**config.mk**
```make
export PLATFORM = sky130hd
export DESIGN_NAME = cfg_stream_top
export DESIGN_NICKNAME = d
export VERILOG_FILES = /design/src/hdl/cfg_stream_pkg.sv /design/src/hdl/sample_bus_if.sv /design/src/hdl/sample_capture.sv /design/src/hdl/cfg_stream_top.sv
export VERILOG_INCLUDE_DIRS = /design/src /design/src/hdl
export SDC_FILE = /design/constraint.sdc
export NUM_CORES = 1
export LEC_CHECK = 0
export BUFFER_PORTS_ARGS = -buffer_cell sky130_fd_sc_hd__clkbuf_2
export CORE_MARGIN = 1.5
export CORE_UTILIZATION = 35
export DETAILED_ROUTE_END_ITERATION = 16
export PLACE_DENSITY = 0.61
export SYNTH_ARGS = -nofsm -noshare
export SYNTH_HDL_FRONTEND = slang
export SYNTH_SLANG_ARGS = --single-unit
```
**constraint.sdc**
```tcl
create_clock -name ref_clk_i -period 8 [get_ports ref_clk_i]
set_clock_uncertainty 0.1 [all_clocks]
set_input_delay 0.8 -clock ref_clk_i [delete_from_list [all_inputs] [get_ports ref_clk_i]]
set_output_delay 0.8 -clock ref_clk_i [all_outputs]
set_load 0.02 [all_outputs]
```
**src/hdl/cfg_stream_map.svh**
```systemverilog
`ifndef CFG_STREAM_MAP_SVH
`define CFG_STREAM_MAP_SVH
// ----------------------------------------
// register addresses
// ----------------------------------------
`define ADDR_RECEIVER_IF_CONFIG 4'h0
`define ADDR_GAIN_OUTPUT_CONFIG 4'h1
`define ADDR_SUPPORT_STREAM_CONFIG 4'h2
`define ADDR_SYNTH_CLOCK_CONFIG 4'h3
`define ADDR_SYNTH_INT_REF_RATIO 4'h4
`define ADDR_SYNTH_FRACTION_RATIO 4'h5
`define ADDR_STREAM_FRAME_COUNT 4'h6
`define ADDR_SAMPLE_CLOCK_FRACTION 4'h7
`define ADDR_TEST_MODE_FIRST 4'h8
`define ADDR_TEST_MODE_SECOND 4'h9
`define ADDR_LAST 4'h9
// ----------------------------------------
// power-on values
// ----------------------------------------
`define RST_RECEIVER_IF_CONFIG 28'ha2919a3
`define RST_GAIN_OUTPUT_CONFIG 28'h055028c
`define RST_SUPPORT_STREAM_CONFIG 28'heafe1dc
`define RST_SYNTH_CLOCK_CONFIG 28'h9ec0008
`define RST_SYNTH_INT_REF_RATIO 28'h0c00080
`define RST_SYNTH_FRACTION_RATIO 28'h8000070
`define RST_STREAM_FRAME_COUNT 28'h8000000
`define RST_SAMPLE_CLOCK_FRACTION 28'h10061b2
`define RST_TEST_MODE_FIRST 28'h1e0f401
`define RST_TEST_MODE_SECOND 28'h28c0402
// ----------------------------------------
// strap state values that differ from power-on
// ----------------------------------------
`define ST2_RECEIVER_IF_CONFIG 28'ha2919a7
`define ST56_RECEIVER_IF_CONFIG 28'ha293573
`define ST7_RECEIVER_IF_CONFIG 28'ha29b26b
`define ST02_GAIN_OUTPUT_CONFIG 28'h055121c
`define ST567_GAIN_OUTPUT_CONFIG 28'h855030c
`define ST3_SYNTH_INT_REF_RATIO 28'h0c00100
`define ST4_SYNTH_INT_REF_RATIO 28'h3d62300
`define ST5_SYNTH_INT_REF_RATIO 28'h0ba00d0
`define ST7_SYNTH_INT_REF_RATIO 28'h0bc80d0
`define ST7_TEST_MODE_SECOND 28'h7cc0403
// ----------------------------------------
// field positions
// ----------------------------------------
`define BIT_STREAM_PATH_ENABLE 11
`define BIT_STREAM_BEGIN_CMD 10
`define BIT_STREAM_END_CMD 9
`define MSB_STREAM_LANE_SELECT 5
`define LSB_STREAM_LANE_SELECT 4
`define BIT_FRAME_NUMBER_INSERT_EN 3
`define BIT_TIME_SYNC_ALWAYS 2
`define BIT_WORD_SYNC_EN 1
`define BIT_STREAM_COUNTER_RST 0
`define BIT_FRAC_DIVIDER_BYPASS 27
`define BIT_SAMPLE_CLOCK_SOURCE 26
// ----------------------------------------
// stream timing
// ----------------------------------------
`define SLICE_BITS 16
`define CFG_DATA_BITS 28
`define CFG_WORD_BITS 32
`define TSYNC_PERIOD_MIN 128
`define TSYNC_PERIOD_MAX 16384
`endif

```
**src/hdl/cfg_stream_pkg.sv**
```systemverilog
package cfg_stream_pkg;
  typedef logic [27:0] cfg_word_t;
  typedef enum logic [1:0] {
    lanes_zero = 2'h0,
    lanes_zero_one = 2'h1,
    lanes_zero_two = 2'h2,
    lanes_all = 2'h3
  } lane_set_e;
  typedef enum logic [2:0] {
    st_idle = 3'b001,
    st_stamp = 3'b010,
    st_data = 3'b100
  } stream_frame_count_state_e;
endpackage : cfg_stream_pkg

```
**src/hdl/sample_bus_if.sv**
```systemverilog
`timescale 1ns/1ps
`default_nettype none
interface sample_bus_if;
  logic [3:0] lane_bits;
  logic sample_tick;
  logic block_done;
  logic [15:0] hold [4];
  modport capture (input lane_bits, input sample_tick, output block_done, output hold);
  modport user (output lane_bits, output sample_tick, input block_done, input hold);
endinterface : sample_bus_if
`default_nettype wire

```
**src/hdl/sample_capture.sv**
```systemverilog
`timescale 1ns/1ps
`default_nettype none
`include "cfg_stream_map.svh"
module sample_capture (
  // clock and reset
  input wire logic ref_clk_i,
  input wire logic rst_n_i,
  // sample side
  sample_bus_if.capture bus
);
  logic [15:0] acc_r [4];
  logic [15:0] acc_nxt [4];
  logic [15:0] hold_r [4];
  logic [15:0] hold_nxt [4];
  logic [3:0] cnt_r;
  logic [3:0] cnt_nxt;
  logic done_nxt;
  logic done_r;

  always_comb begin
    acc_nxt = acc_r;
    hold_nxt = hold_r;
    cnt_nxt = cnt_r;
    done_nxt = 1'b0;
    if (bus.sample_tick) begin
      for (int k = 0; k < 4; k++) begin
        acc_nxt[k] = {acc_r[k][14:0], bus.lane_bits[k]}; // [RQ5] [RQ20]
      end
      cnt_nxt = cnt_r + 4'h1;
      if (cnt_r == 4'hf) begin
        for (int k = 0; k < 4; k++) begin
          hold_nxt[k] = {acc_r[k][14:0], bus.lane_bits[k]}; // [RQ6]
        end
        done_nxt = 1'b1;
      end
    end
  end

  always_ff @(posedge ref_clk_i) begin
    if (!rst_n_i) begin
      for (int k = 0; k < 4; k++) begin
        acc_r[k] <= 16'h0000;
        hold_r[k] <= 16'h0000;
      end
      cnt_r <= 4'h0;
      done_r <= 1'b0;
    end else begin
      acc_r <= acc_nxt;
      hold_r <= hold_nxt;
      cnt_r <= cnt_nxt;
      done_r <= done_nxt;
    end
  end

  assign bus.hold = hold_r;
  assign bus.block_done = done_r;
endmodule : sample_capture
`default_nettype wire

```
**src/hdl/cfg_stream_top.sv**
```systemverilog
// Contract
// RQ1 - slices of 16 bits, lane order 0..3
// RQ2 - lane select picks one of four sets
// RQ3 - two lanes alternate, one lane only zero
// RQ4 - stream clock fast enough for lanes
// RQ5 - samples gathered into four holding registers
// RQ6 - holding moves to shifters each 16 samples
// RQ7 - zeros after valid bits until next set
// RQ8 - word sync marks each slice start
// RQ9 - time sync every 128..16384 sample clocks
// RQ10 - bypass bit chooses divided or direct clock
// RQ11 - source bit picks multiplier or raw reference
// RQ12 - strap high: pins pick preset state
// RQ13 - each preset state loads its values
// RQ14 - strap low: power-on loads defaults
// RQ15 - power-up reset loads register settings
// RQ16 - 32-bit words msb first while select low
// RQ17 - 4-bit address, ten registers
// RQ18 - frame count and clock fraction registers
// RQ19 - 28 data then 4 address, write on rise
// RQ20 - lanes: I sign, I mag, Q sign, Q mag
// RQ21 - begin/end command edges start and stop
// RQ22 - frame number inserted when enabled
`timescale 1ns/1ps
`default_nettype none
`include "cfg_stream_map.svh"
module cfg_stream_top
  import cfg_stream_pkg::*;
#(
  parameter int TSYNC_PERIOD = 16384
) (
  // clock and reset
  input wire logic ref_clk_i,
  input wire logic rst_n_i,
  // configuration port
  input wire logic strap_mode_pin_i,
  input wire logic cfg_sclk_i,
  input wire logic cfg_serial_in_i,
  input wire logic cfg_sel_n_i,
  // sample input
  input wire logic [3:0] adc_bits_i,
  input wire logic adc_tick_i,
  input wire logic stream_tick_i,
  // stream output
  output logic stream_data_o,
  output logic stream_clk_en_o,
  output logic word_sync_out_o,
  output logic time_sync_o,
  // clock steering
  output logic frac_divider_bypass_o,
  output logic sample_clock_source_o,
  // register view
  output var cfg_word_t cfg_regs_o [10]
);
  // ----------------------------------------
  // register bank
  // ----------------------------------------
  cfg_word_t regs_r [10];
  cfg_word_t regs_nxt [10];
  logic [31:0] shift_r;
  logic [31:0] shift_nxt;
  logic sclk_d_r;
  logic sel_d_r;
  logic [5:0] nbits_r;
  logic [5:0] nbits_nxt;
  logic boot_r;

  function automatic cfg_word_t preset(input logic [3:0] a, input logic [2:0] s);
    cfg_word_t v;
    v = 28'h0;
    case (a)
      4'h0: v = (s == 3'h2) ? `ST2_RECEIVER_IF_CONFIG :
                (s == 3'h5 || s == 3'h6) ? `ST56_RECEIVER_IF_CONFIG :
                (s == 3'h7) ? `ST7_RECEIVER_IF_CONFIG : `RST_RECEIVER_IF_CONFIG;
      4'h1: v = (s == 3'h0 || s == 3'h2) ? `ST02_GAIN_OUTPUT_CONFIG :
                (s >= 3'h5) ? `ST567_GAIN_OUTPUT_CONFIG : `RST_GAIN_OUTPUT_CONFIG;
      4'h2: v = `RST_SUPPORT_STREAM_CONFIG;
      4'h3: v = `RST_SYNTH_CLOCK_CONFIG;
      4'h4: v = (s == 3'h3) ? `ST3_SYNTH_INT_REF_RATIO :
                (s == 3'h4) ? `ST4_SYNTH_INT_REF_RATIO :
                (s == 3'h5) ? `ST5_SYNTH_INT_REF_RATIO :
                (s == 3'h7) ? `ST7_SYNTH_INT_REF_RATIO : `RST_SYNTH_INT_REF_RATIO;
      4'h5: v = `RST_SYNTH_FRACTION_RATIO;
      4'h6: v = `RST_STREAM_FRAME_COUNT;
      4'h7: v = `RST_SAMPLE_CLOCK_FRACTION;
      4'h8: v = `RST_TEST_MODE_FIRST;
      4'h9: v = (s == 3'h7) ? `ST7_TEST_MODE_SECOND : `RST_TEST_MODE_SECOND;
      default: v = 28'h0;
    endcase
    return v;
  endfunction : preset

  always_comb begin
    regs_nxt = regs_r;
    shift_nxt = shift_r;
    nbits_nxt = nbits_r;
    if (boot_r) begin
      // strap levels caught one cycle after reset release
      // preset state 1 matches every power-on value
      for (int k = 0; k < 10; k++) begin
        regs_nxt[k] = strap_mode_pin_i ?
          preset(4'(k), {cfg_sclk_i, cfg_serial_in_i, cfg_sel_n_i}) : // [RQ12] [RQ13]
          preset(4'(k), 3'h1); // [RQ14] [RQ15]
      end
    end else if (strap_mode_pin_i) begin
      nbits_nxt = 6'h0; // [RQ12]
    end else begin
      if (!cfg_sel_n_i && cfg_sclk_i && !sclk_d_r) begin
        shift_nxt = {shift_r[30:0], cfg_serial_in_i}; // [RQ16]
        if (nbits_r != 6'h3f) nbits_nxt = nbits_r + 6'h1;
      end
      if (cfg_sel_n_i && !sel_d_r) begin
        if (nbits_r == 6'(`CFG_WORD_BITS) && shift_r[3:0] <= `ADDR_LAST) // [RQ17]
          regs_nxt[shift_r[3:0]] = shift_r[31:4]; // [RQ19] [RQ18]
        nbits_nxt = 6'h0;
      end
    end
  end

  always_ff @(posedge ref_clk_i) begin
    if (!rst_n_i) begin
      for (int k = 0; k < 10; k++) regs_r[k] <= 28'h0;
      shift_r <= 32'h0;
      nbits_r <= 6'h0;
      sclk_d_r <= 1'b0;
      sel_d_r <= 1'b1;
      boot_r <= 1'b1;
    end else begin
      regs_r <= regs_nxt;
      shift_r <= shift_nxt;
      nbits_r <= nbits_nxt;
      sclk_d_r <= cfg_sclk_i;
      sel_d_r <= cfg_sel_n_i;
      boot_r <= 1'b0;
    end
  end

  assign cfg_regs_o = regs_r;
  cfg_word_t stream_frame_count_cfg;
  assign stream_frame_count_cfg = regs_r[2];
  assign frac_divider_bypass_o = regs_r[7][`BIT_FRAC_DIVIDER_BYPASS]; // [RQ10]
  assign sample_clock_source_o = regs_r[7][`BIT_SAMPLE_CLOCK_SOURCE]; // [RQ11]

  // ----------------------------------------
  // capture and serializer
  // ----------------------------------------
  sample_bus_if sbus ();
  assign sbus.lane_bits = adc_bits_i;
  assign sbus.sample_tick = adc_tick_i;
  sample_capture u_cap (
    .ref_clk_i(ref_clk_i),
    .rst_n_i(rst_n_i),
    .bus(sbus.capture)
  );

  stream_frame_count_state_e st_r, st_nxt;
  logic [15:0] shr_r [4];
  logic [15:0] shr_nxt [4];
  logic [1:0] lane_r, lane_nxt;
  logic [4:0] bit_r, bit_nxt;
  logic [27:0] frame_r, frame_nxt;
  logic active_r, active_nxt;
  logic pend_r, pend_nxt;
  logic begin_d_r, end_d_r;
  logic out_r, out_nxt;
  logic wsync_r, wsync_nxt;
  logic [14:0] tcnt_r, tcnt_nxt;
  logic tsync_r, tsync_nxt;
  lane_set_e lsel;
  assign lsel = lane_set_e'(stream_frame_count_cfg[`MSB_STREAM_LANE_SELECT:`LSB_STREAM_LANE_SELECT]); // [RQ2]

  function automatic logic [1:0] next_lane(input lane_set_e s, input logic [1:0] l);
    logic [1:0] n;
    n = 2'h0;
    case (s)
      lanes_zero: n = 2'h0;
      lanes_zero_one: n = (l == 2'h0) ? 2'h1 : 2'h0;
      lanes_zero_two: n = (l == 2'h0) ? 2'h2 : 2'h0;
      default: n = l + 2'h1;
    endcase
    return n;
  endfunction : next_lane

  function automatic logic last_lane(input lane_set_e s, input logic [1:0] l);
    logic r;
    r = 1'b0;
    case (s)
      lanes_zero: r = 1'b1;
      lanes_zero_one: r = (l == 2'h1);
      lanes_zero_two: r = (l == 2'h2);
      default: r = (l == 2'h3);
    endcase
    return r;
  endfunction : last_lane

  logic enab;
  assign enab = stream_frame_count_cfg[`BIT_STREAM_PATH_ENABLE];

  always_comb begin
    st_nxt = st_r;
    shr_nxt = shr_r;
    lane_nxt = lane_r;
    bit_nxt = bit_r;
    frame_nxt = frame_r;
    active_nxt = active_r;
    pend_nxt = pend_r;
    out_nxt = out_r;
    wsync_nxt = 1'b0;
    tcnt_nxt = tcnt_r;
    tsync_nxt = 1'b0;
    if (stream_frame_count_cfg[`BIT_STREAM_BEGIN_CMD] && !begin_d_r) active_nxt = 1'b1; // [RQ21]
    if (stream_frame_count_cfg[`BIT_STREAM_END_CMD] && !end_d_r) active_nxt = 1'b0; // [RQ21]
    if (sbus.block_done) begin
      shr_nxt = sbus.hold; // [RQ6]
      pend_nxt = 1'b1;
    end
    if (adc_tick_i) begin
      if (tcnt_r >= 15'(TSYNC_PERIOD - 1)) begin
        tcnt_nxt = 15'h0;
        tsync_nxt = stream_frame_count_cfg[`BIT_TIME_SYNC_ALWAYS] ? enab : active_r; // [RQ9]
      end else begin
        tcnt_nxt = tcnt_r + 15'h1;
      end
    end
    if (stream_tick_i) begin
      case (st_r)
        st_idle: begin
          out_nxt = 1'b0; // [RQ7]
          if (pend_r && active_r && enab) begin
            pend_nxt = sbus.block_done;
            lane_nxt = 2'h0;
            bit_nxt = 5'h0;
            wsync_nxt = stream_frame_count_cfg[`BIT_WORD_SYNC_EN]; // [RQ8]
            if (stream_frame_count_cfg[`BIT_FRAME_NUMBER_INSERT_EN]) begin
              st_nxt = st_stamp; // [RQ22]
              out_nxt = frame_r[27];
            end else begin
              st_nxt = st_data;
              out_nxt = shr_r[0][15]; // [RQ1]
            end
          end
        end
        st_stamp: begin
          bit_nxt = bit_r + 5'h1;
          if (bit_r == 5'(`CFG_DATA_BITS - 1)) begin
            st_nxt = st_data;
            bit_nxt = 5'h0;
            wsync_nxt = stream_frame_count_cfg[`BIT_WORD_SYNC_EN];
            out_nxt = shr_r[0][15];
            frame_nxt = frame_r + 28'h1;
          end else begin
            out_nxt = frame_r[5'(26) - bit_r];
          end
        end
        st_data: begin
          bit_nxt = bit_r + 5'h1;
          if (bit_r == 5'(`SLICE_BITS - 1)) begin
            bit_nxt = 5'h0;
            if (last_lane(lsel, lane_r)) begin // [RQ3]
              st_nxt = st_idle;
              lane_nxt = 2'h0;
              out_nxt = 1'b0; // [RQ7]
              if (!stream_frame_count_cfg[`BIT_FRAME_NUMBER_INSERT_EN]) frame_nxt = frame_r + 28'h1;
            end else begin
              lane_nxt = next_lane(lsel, lane_r); // [RQ1] [RQ3]
              wsync_nxt = stream_frame_count_cfg[`BIT_WORD_SYNC_EN]; // [RQ8]
              out_nxt = shr_r[next_lane(lsel, lane_r)][15];
            end
          end else begin
            out_nxt = shr_r[lane_r][4'(14) - bit_r[3:0]];
          end
        end
        default: st_nxt = st_idle;
      endcase
    end
    if (stream_frame_count_cfg[`BIT_STREAM_COUNTER_RST] || !active_nxt) begin
      st_nxt = st_idle;
      bit_nxt = 5'h0;
      lane_nxt = 2'h0;
      // no sync pulse for a slice that is cut before it starts
      wsync_nxt = 1'b0;
      out_nxt = 1'b0;
      if (stream_frame_count_cfg[`BIT_STREAM_COUNTER_RST]) frame_nxt = 28'h0;
    end
  end

  always_ff @(posedge ref_clk_i) begin
    if (!rst_n_i) begin
      st_r <= st_idle;
      for (int k = 0; k < 4; k++) shr_r[k] <= 16'h0;
      lane_r <= 2'h0;
      bit_r <= 5'h0;
      frame_r <= 28'h0;
      active_r <= 1'b0;
      pend_r <= 1'b0;
      begin_d_r <= 1'b0;
      end_d_r <= 1'b0;
      out_r <= 1'b0;
      wsync_r <= 1'b0;
      tcnt_r <= 15'h0;
      tsync_r <= 1'b0;
    end else begin
      st_r <= st_nxt;
      shr_r <= shr_nxt;
      lane_r <= lane_nxt;
      bit_r <= bit_nxt;
      frame_r <= frame_nxt;
      active_r <= active_nxt;
      pend_r <= pend_nxt;
      begin_d_r <= stream_frame_count_cfg[`BIT_STREAM_BEGIN_CMD];
      end_d_r <= stream_frame_count_cfg[`BIT_STREAM_END_CMD];
      out_r <= out_nxt;
      wsync_r <= wsync_nxt;
      tcnt_r <= tcnt_nxt;
      tsync_r <= tsync_nxt;
    end
  end

  assign stream_data_o = out_r;
  assign stream_clk_en_o = active_r & enab; // [RQ21]
  assign word_sync_out_o = wsync_r;
  assign time_sync_o = tsync_r;

  // ----------------------------------------
  // checks
  // ----------------------------------------
  property p_idle_zero;
    @(posedge ref_clk_i) disable iff (!rst_n_i)
      (st_r == st_idle) |-> !stream_data_o;
  endproperty
  a_idle_zero: assert property (p_idle_zero) else $error("data not zero in gap"); // [RQ7]
  property p_wsync_start;
    @(posedge ref_clk_i) disable iff (!rst_n_i)
      word_sync_out_o |-> (st_r != st_idle) && bit_r == 5'h0;
  endproperty
  a_wsync_start: assert property (p_wsync_start) else $error("word sync off slice"); // [RQ8]
  property p_one_lane;
    @(posedge ref_clk_i) disable iff (!rst_n_i)
      (lsel == lanes_zero && $stable(lsel)) |-> lane_r == 2'h0;
  endproperty
  a_one_lane: assert property (p_one_lane) else $error("lane moved in single mode"); // [RQ3]
  property p_two_lane;
    @(posedge ref_clk_i) disable iff (!rst_n_i)
      (lsel == lanes_zero_two && st_r == st_data) |-> lane_r != 2'h1 && lane_r != 2'h3;
  endproperty
  a_two_lane: assert property (p_two_lane) else $error("wrong lane pair"); // [RQ2]
  property p_begin;
    @(posedge ref_clk_i) disable iff (!rst_n_i || boot_r)
      $rose(stream_frame_count_cfg[`BIT_STREAM_BEGIN_CMD]) && !stream_frame_count_cfg[`BIT_STREAM_END_CMD] |=> active_r;
  endproperty
  a_begin: assert property (p_begin) else $error("begin edge ignored"); // [RQ21]
  property p_end;
    @(posedge ref_clk_i) disable iff (!rst_n_i)
      $rose(stream_frame_count_cfg[`BIT_STREAM_END_CMD]) |=> !active_r ##0 !stream_clk_en_o;
  endproperty
  a_end: assert property (p_end) else $error("end edge ignored"); // [RQ21]
  property p_strap_hold;
    @(posedge ref_clk_i) disable iff (!rst_n_i || boot_r)
      strap_mode_pin_i |=> regs_r[0] == $past(regs_r[0]);
  endproperty
  a_strap_hold: assert property (p_strap_hold) else $error("write in strap mode"); // [RQ12]
  property p_boot_default;
    @(posedge ref_clk_i) disable iff (!rst_n_i)
      (boot_r && !strap_mode_pin_i) |=> regs_r[0] == `RST_RECEIVER_IF_CONFIG
        && regs_r[2] == `RST_SUPPORT_STREAM_CONFIG;
  endproperty
  a_boot_default: assert property (p_boot_default) else $error("bad power-on value"); // [RQ14]
  property p_tsync_gap;
    @(posedge ref_clk_i) disable iff (!rst_n_i)
      time_sync_o |=> !time_sync_o;
  endproperty
  a_tsync_gap: assert property (p_tsync_gap) else $error("time sync too long"); // [RQ9]
  c_stream: cover property (@(posedge ref_clk_i) disable iff (!rst_n_i) st_r == st_data);
  c_stamp: cover property (@(posedge ref_clk_i) disable iff (!rst_n_i) st_r == st_stamp);
  c_tsync: cover property (@(posedge ref_clk_i) disable iff (!rst_n_i) time_sync_o);
endmodule : cfg_stream_top
`default_nettype wire

```
==> results.txt <==
- For this configuration, the core starts out at a cell density of 0.3535.
* Hold_buf cts: 0
- Cells along the critical path: clkinv_2, nand2_4, buf_4, buf_4, a21oi_1
- Clock-pin slew was measured on the worst setup and hold paths at 0.06 ns.
* Area added between synthesis and finish: 18.44%
* Number of synthesized flops with an enable pin: 0
* H-tree Lvls: 2
- CP max stage delay: approximately 0.85 ns
* Final min period: 3.674 ns
- TritonCTS clock tree: built
- Among all stages on the critical path, the largest delay is contributed by sky130_fd_sc_hd__dfxtp_1.
- For this design the static power due to leakage is just under 10 nW.
* Peak supply drop: 0.0001606 V
- The first TritonRoute pass finished after 5 iterations.
- FF+latch area: 0.01149 mm2
* Worst max-slew margin expressed relative to the limit: 0.1760
- Maximum number of pins on one net before global-route repair: 96
* Area of the core: 0.06308 mm2
- Number of buffers inserted by post-CTS setup repair: 0
- The total count of max-transition violations in the final report is 0.
- Worst skew pair latency: 0.64 ns
- Number of port buffers: 297
* Worst path buffer plus inverter count: 3
- Number of distinct library cells after synthesis: 67
* Clock root buffer: sky130_fd_sc_hd__clkbuf_16
- Longest Clk Path Bufs: 3
- After detailed routing, the average wire length per cell comes to 19.23 um.
- The tool flagged a number of max-cap violations equal to 0.
- Crit Path Max Fanout: 74
- Synthesis produced a netlist with a net count of around 2700.
- The share of synthesized area in the top cell type comes to 0.5153.
- Worst slew pin tran: between 1 and 1.5 ns
- Maximum clock rate: roughly 270 MHz
- From left edge to right edge, the die measures 255.4 um.
- The critical path is of the register to register type.
- Vias in the first global route: 17210
- For this run, the register share of the synthesized area comes to 0.5153.
- Finished Layout Cells: around 3700
* Initial DRC count: 1671
- The routed layout has 19210 vias.
- During synthesis, Yosys emitted a total of 0 warnings.
* Post-route fraction of the period consumed by the critical path: 0.4593
- Cell with the most instances after synthesis: sky130_fd_sc_hd__nand2_1
* Antenna viol nets, final: 0
- STA puts the critical path data arrival time at 4.05 ns.
- In this run the mean area of a mapped cell was roughly 8.4 um2.
* Register bit count reported by yosys: 574
- Routability-driven placement finished with a final weighted congestion of 0.8390.
- Global-route usage over all layers: 0.2102
* Cells resized by post-CTS repair: 0
- Cell types occupying the most area after synthesis: sky130_fd_sc_hd__dfxtp_1, sky130_fd_sc_hd__nand2_1, sky130_fd_sc_hd__a21oi_1
- From bottom edge to top edge, the die measures 255.4 um.
* Critical path required time: 8.38 ns
- Die area: ~0.065 mm2
* Worst Setup Start Kind: register
* Final TNS setup: 0 ns
- Broken down by cell family, the worst path's largest delay share belongs to buffers and inverters.
- Final global-route overflow total: 0
- Diodes inserted: 0
* Proportion of register bits with asynchronous set or reset after synthesis: 0
* Ratio of routed vias to standard cells: 5.153
- In this run the core area contains 92 standard-cell rows.
- Post-synthesis cell area: ~0.022 mm2
- In the final layout, the multi-input gates occupy 0.009955 mm2.
* Number of fillers in the final layout: 6417
- Sorting the synthesized cells by how often they occur yields sky130_fd_sc_hd__nand2_1, sky130_fd_sc_hd__dfxtp_1, sky130_fd_sc_hd__a21oi_1.
- The first global-routing pass estimated 108100 um of wire.
- In the synthesized netlist the dominant register cell turns out to be sky130_fd_sc_hd__dfxtp_1.
* Net count reported at finish: between 2000 and 3000
- Outcome: complete, no violations
- Power per Cell Area: 232.4 mW/mm2
- Crit path top cell by count: sky130_fd_sc_hd__buf_4
* Final routed wirelength across all metal layers: 71660 um
* Total DRC errors in the routed layout: 0
* HPWL after detailed placement: 46040 um
- In the final layout, the share of cells above drive strength 1 is 0.1677.
* Cell total after placement: 3615
- Buffers inserted during clock tree synthesis total a little over 60.
- Clock Sinks: between 500 and 600
- Antenna violations before repair: 6
* Unrepaired setup endpoints after global routing: false
* Final number of hold-violating endpoints: 0
* Critical Path End Type: register
- Synthesis produced ~2700 cells.
- In this run the count of I/O pins placed on the die edge is roughly 300.
- Leading area contributor after synthesis: sky130_fd_sc_hd__dfxtp_1
* Total power consumption of the routed design: 6.140 mW
- Hold/Removal Path Class: input port to register
* Final setup violation count: 0
## worst reg2reg max path, stage by stage (launching register included)
cell and delay, ns:
sky130_fd_sc_hd__dfxtp_1 0.85, sky130_fd_sc_hd__clkinv_2 0.45, sky130_fd_sc_hd__nand2_4 0.42, sky130_fd_sc_hd__buf_4 0.71
sky130_fd_sc_hd__buf_4 0.84, sky130_fd_sc_hd__a21oi_1 0.16
## cell usage in the layout (no fill, tap or decap), types with 13 or more instances in the layout
cell                        netlist  routed
sky130_fd_sc_hd__mux4_2          23      23
sky130_fd_sc_hd__o21ai_0         55      55
sky130_fd_sc_hd__clkbuf_16        0      62
sky130_fd_sc_hd__nand2b_1        16      16
sky130_fd_sc_hd__nor2_1         192     191
sky130_fd_sc_hd__inv_1           15      14
sky130_fd_sc_hd__buf_4            2      31
sky130_fd_sc_hd__clkbuf_8         0      13
sky130_fd_sc_hd__a21oi_1        346     345
sky130_fd_sc_hd__nand2_1        761     760
sky130_fd_sc_hd__and2_1          14      14
sky130_fd_sc_hd__clkbuf_2         0     296
sky130_fd_sc_hd__a31oi_1         80      80
sky130_fd_sc_hd__dfxtp_1        574     573
sky130_fd_sc_hd__mux2i_1        133     133
sky130_fd_sc_hd__nand3_1         28      28
sky130_fd_sc_hd__xnor2_1         13      13
sky130_fd_sc_hd__nor2b_1         16      14
sky130_fd_sc_hd__nand4_1         13      13
## logic make-up after synthesis
group                    count (synthesis)  synth area share
AND/OR/NAND/NOR                       1109            0.2060
flip-flops                             574            0.5153
multiplexers                           169           0.08949
AO/OA/AOI/OAI                          541            0.1350
adder cells (fa/ha/maj)                  9          0.005049
buffers and inverters                  229           0.03972
XOR/XNOR                                24          0.009425
## power breakdown
group / leakage (nW) / total (mW) / internal [mW] / switching [mW]
registers: 4.66 / 2.93 / 2.90 / 0.0327
clock network: 1.03 / 2.98 / 1.77 / 1.21
logic: 3.93 / 0.233 / 0.0624 / 0.170
total: 9.62 / 6.14 / 4.73 / 1.41
## per-stage QoR
step	worst slack [ns]	area, um2	util	hold WS (ns)
floorplan	5.041	22300	-	0.3152
global route	4.125	26410	0.4187	0.3222
detailed placement	4.142	24290	0.3851	0.3320
finish	4.326	26410	0.4187	0.3141
CTS	4.419	26410	0.4187	0.2818
global placement	4.179	24290	0.3851	0.3277
## layout make-up
class                           count  area share
Clock inverter                     25     0.01317
Tap cell                          846     0.04007
Multi-Input combinational cell   1852      0.3769
Clock buffer                       87     0.06722
Timing Repair Buffer              327     0.06489
Sequential cell                   574      0.4352
Inverter                           16    0.002605
## layer usage
metal / vias to the layer above / track usage / part of all wire
li1: 9284 / - / -
met1: 9204 / 0.3040 / 0.46
met2: 609 / 0.3093 / 0.43
met3: 107 / 0.04395 / 0.077
met4: 2 / 0.06961 / 0.028
met5: - / 0 / 0.00020
## final timing paths
| check | slack, ns | endpoint | cells after the start | from |
|---|---|---|---|---|
| worst min register to register | 0.34 | u_cap.bus.hold[47] | 2 | u_cap.acc_r[46] |
| worst min-delay path | 0.31 | u_cap.bus.hold[48] | 3 | adc_bits_i[0] |
| worst max register to register | 4.33 | cfg_regs_o[9] | 5 | boot_r |
| worst max-delay path | 4.33 | cfg_regs_o[9] | 5 | boot_r |
## sequential cells by signal, summed over array words and instances (netlist names), 2 cells and up
signal	flops
lane_r	2
u_cap.cnt_r	4
shift_r	32
cfg_regs_o	252
u_cap.acc_r	60
u_cap.bus.hold	64
nbits_r	6
bit_r	5
tcnt_r	15
frame_r	28
shr_r	64
st_r	3
stream_frame_count_cfg	28
Note: power is estimated with default switching activity, not from simulation.
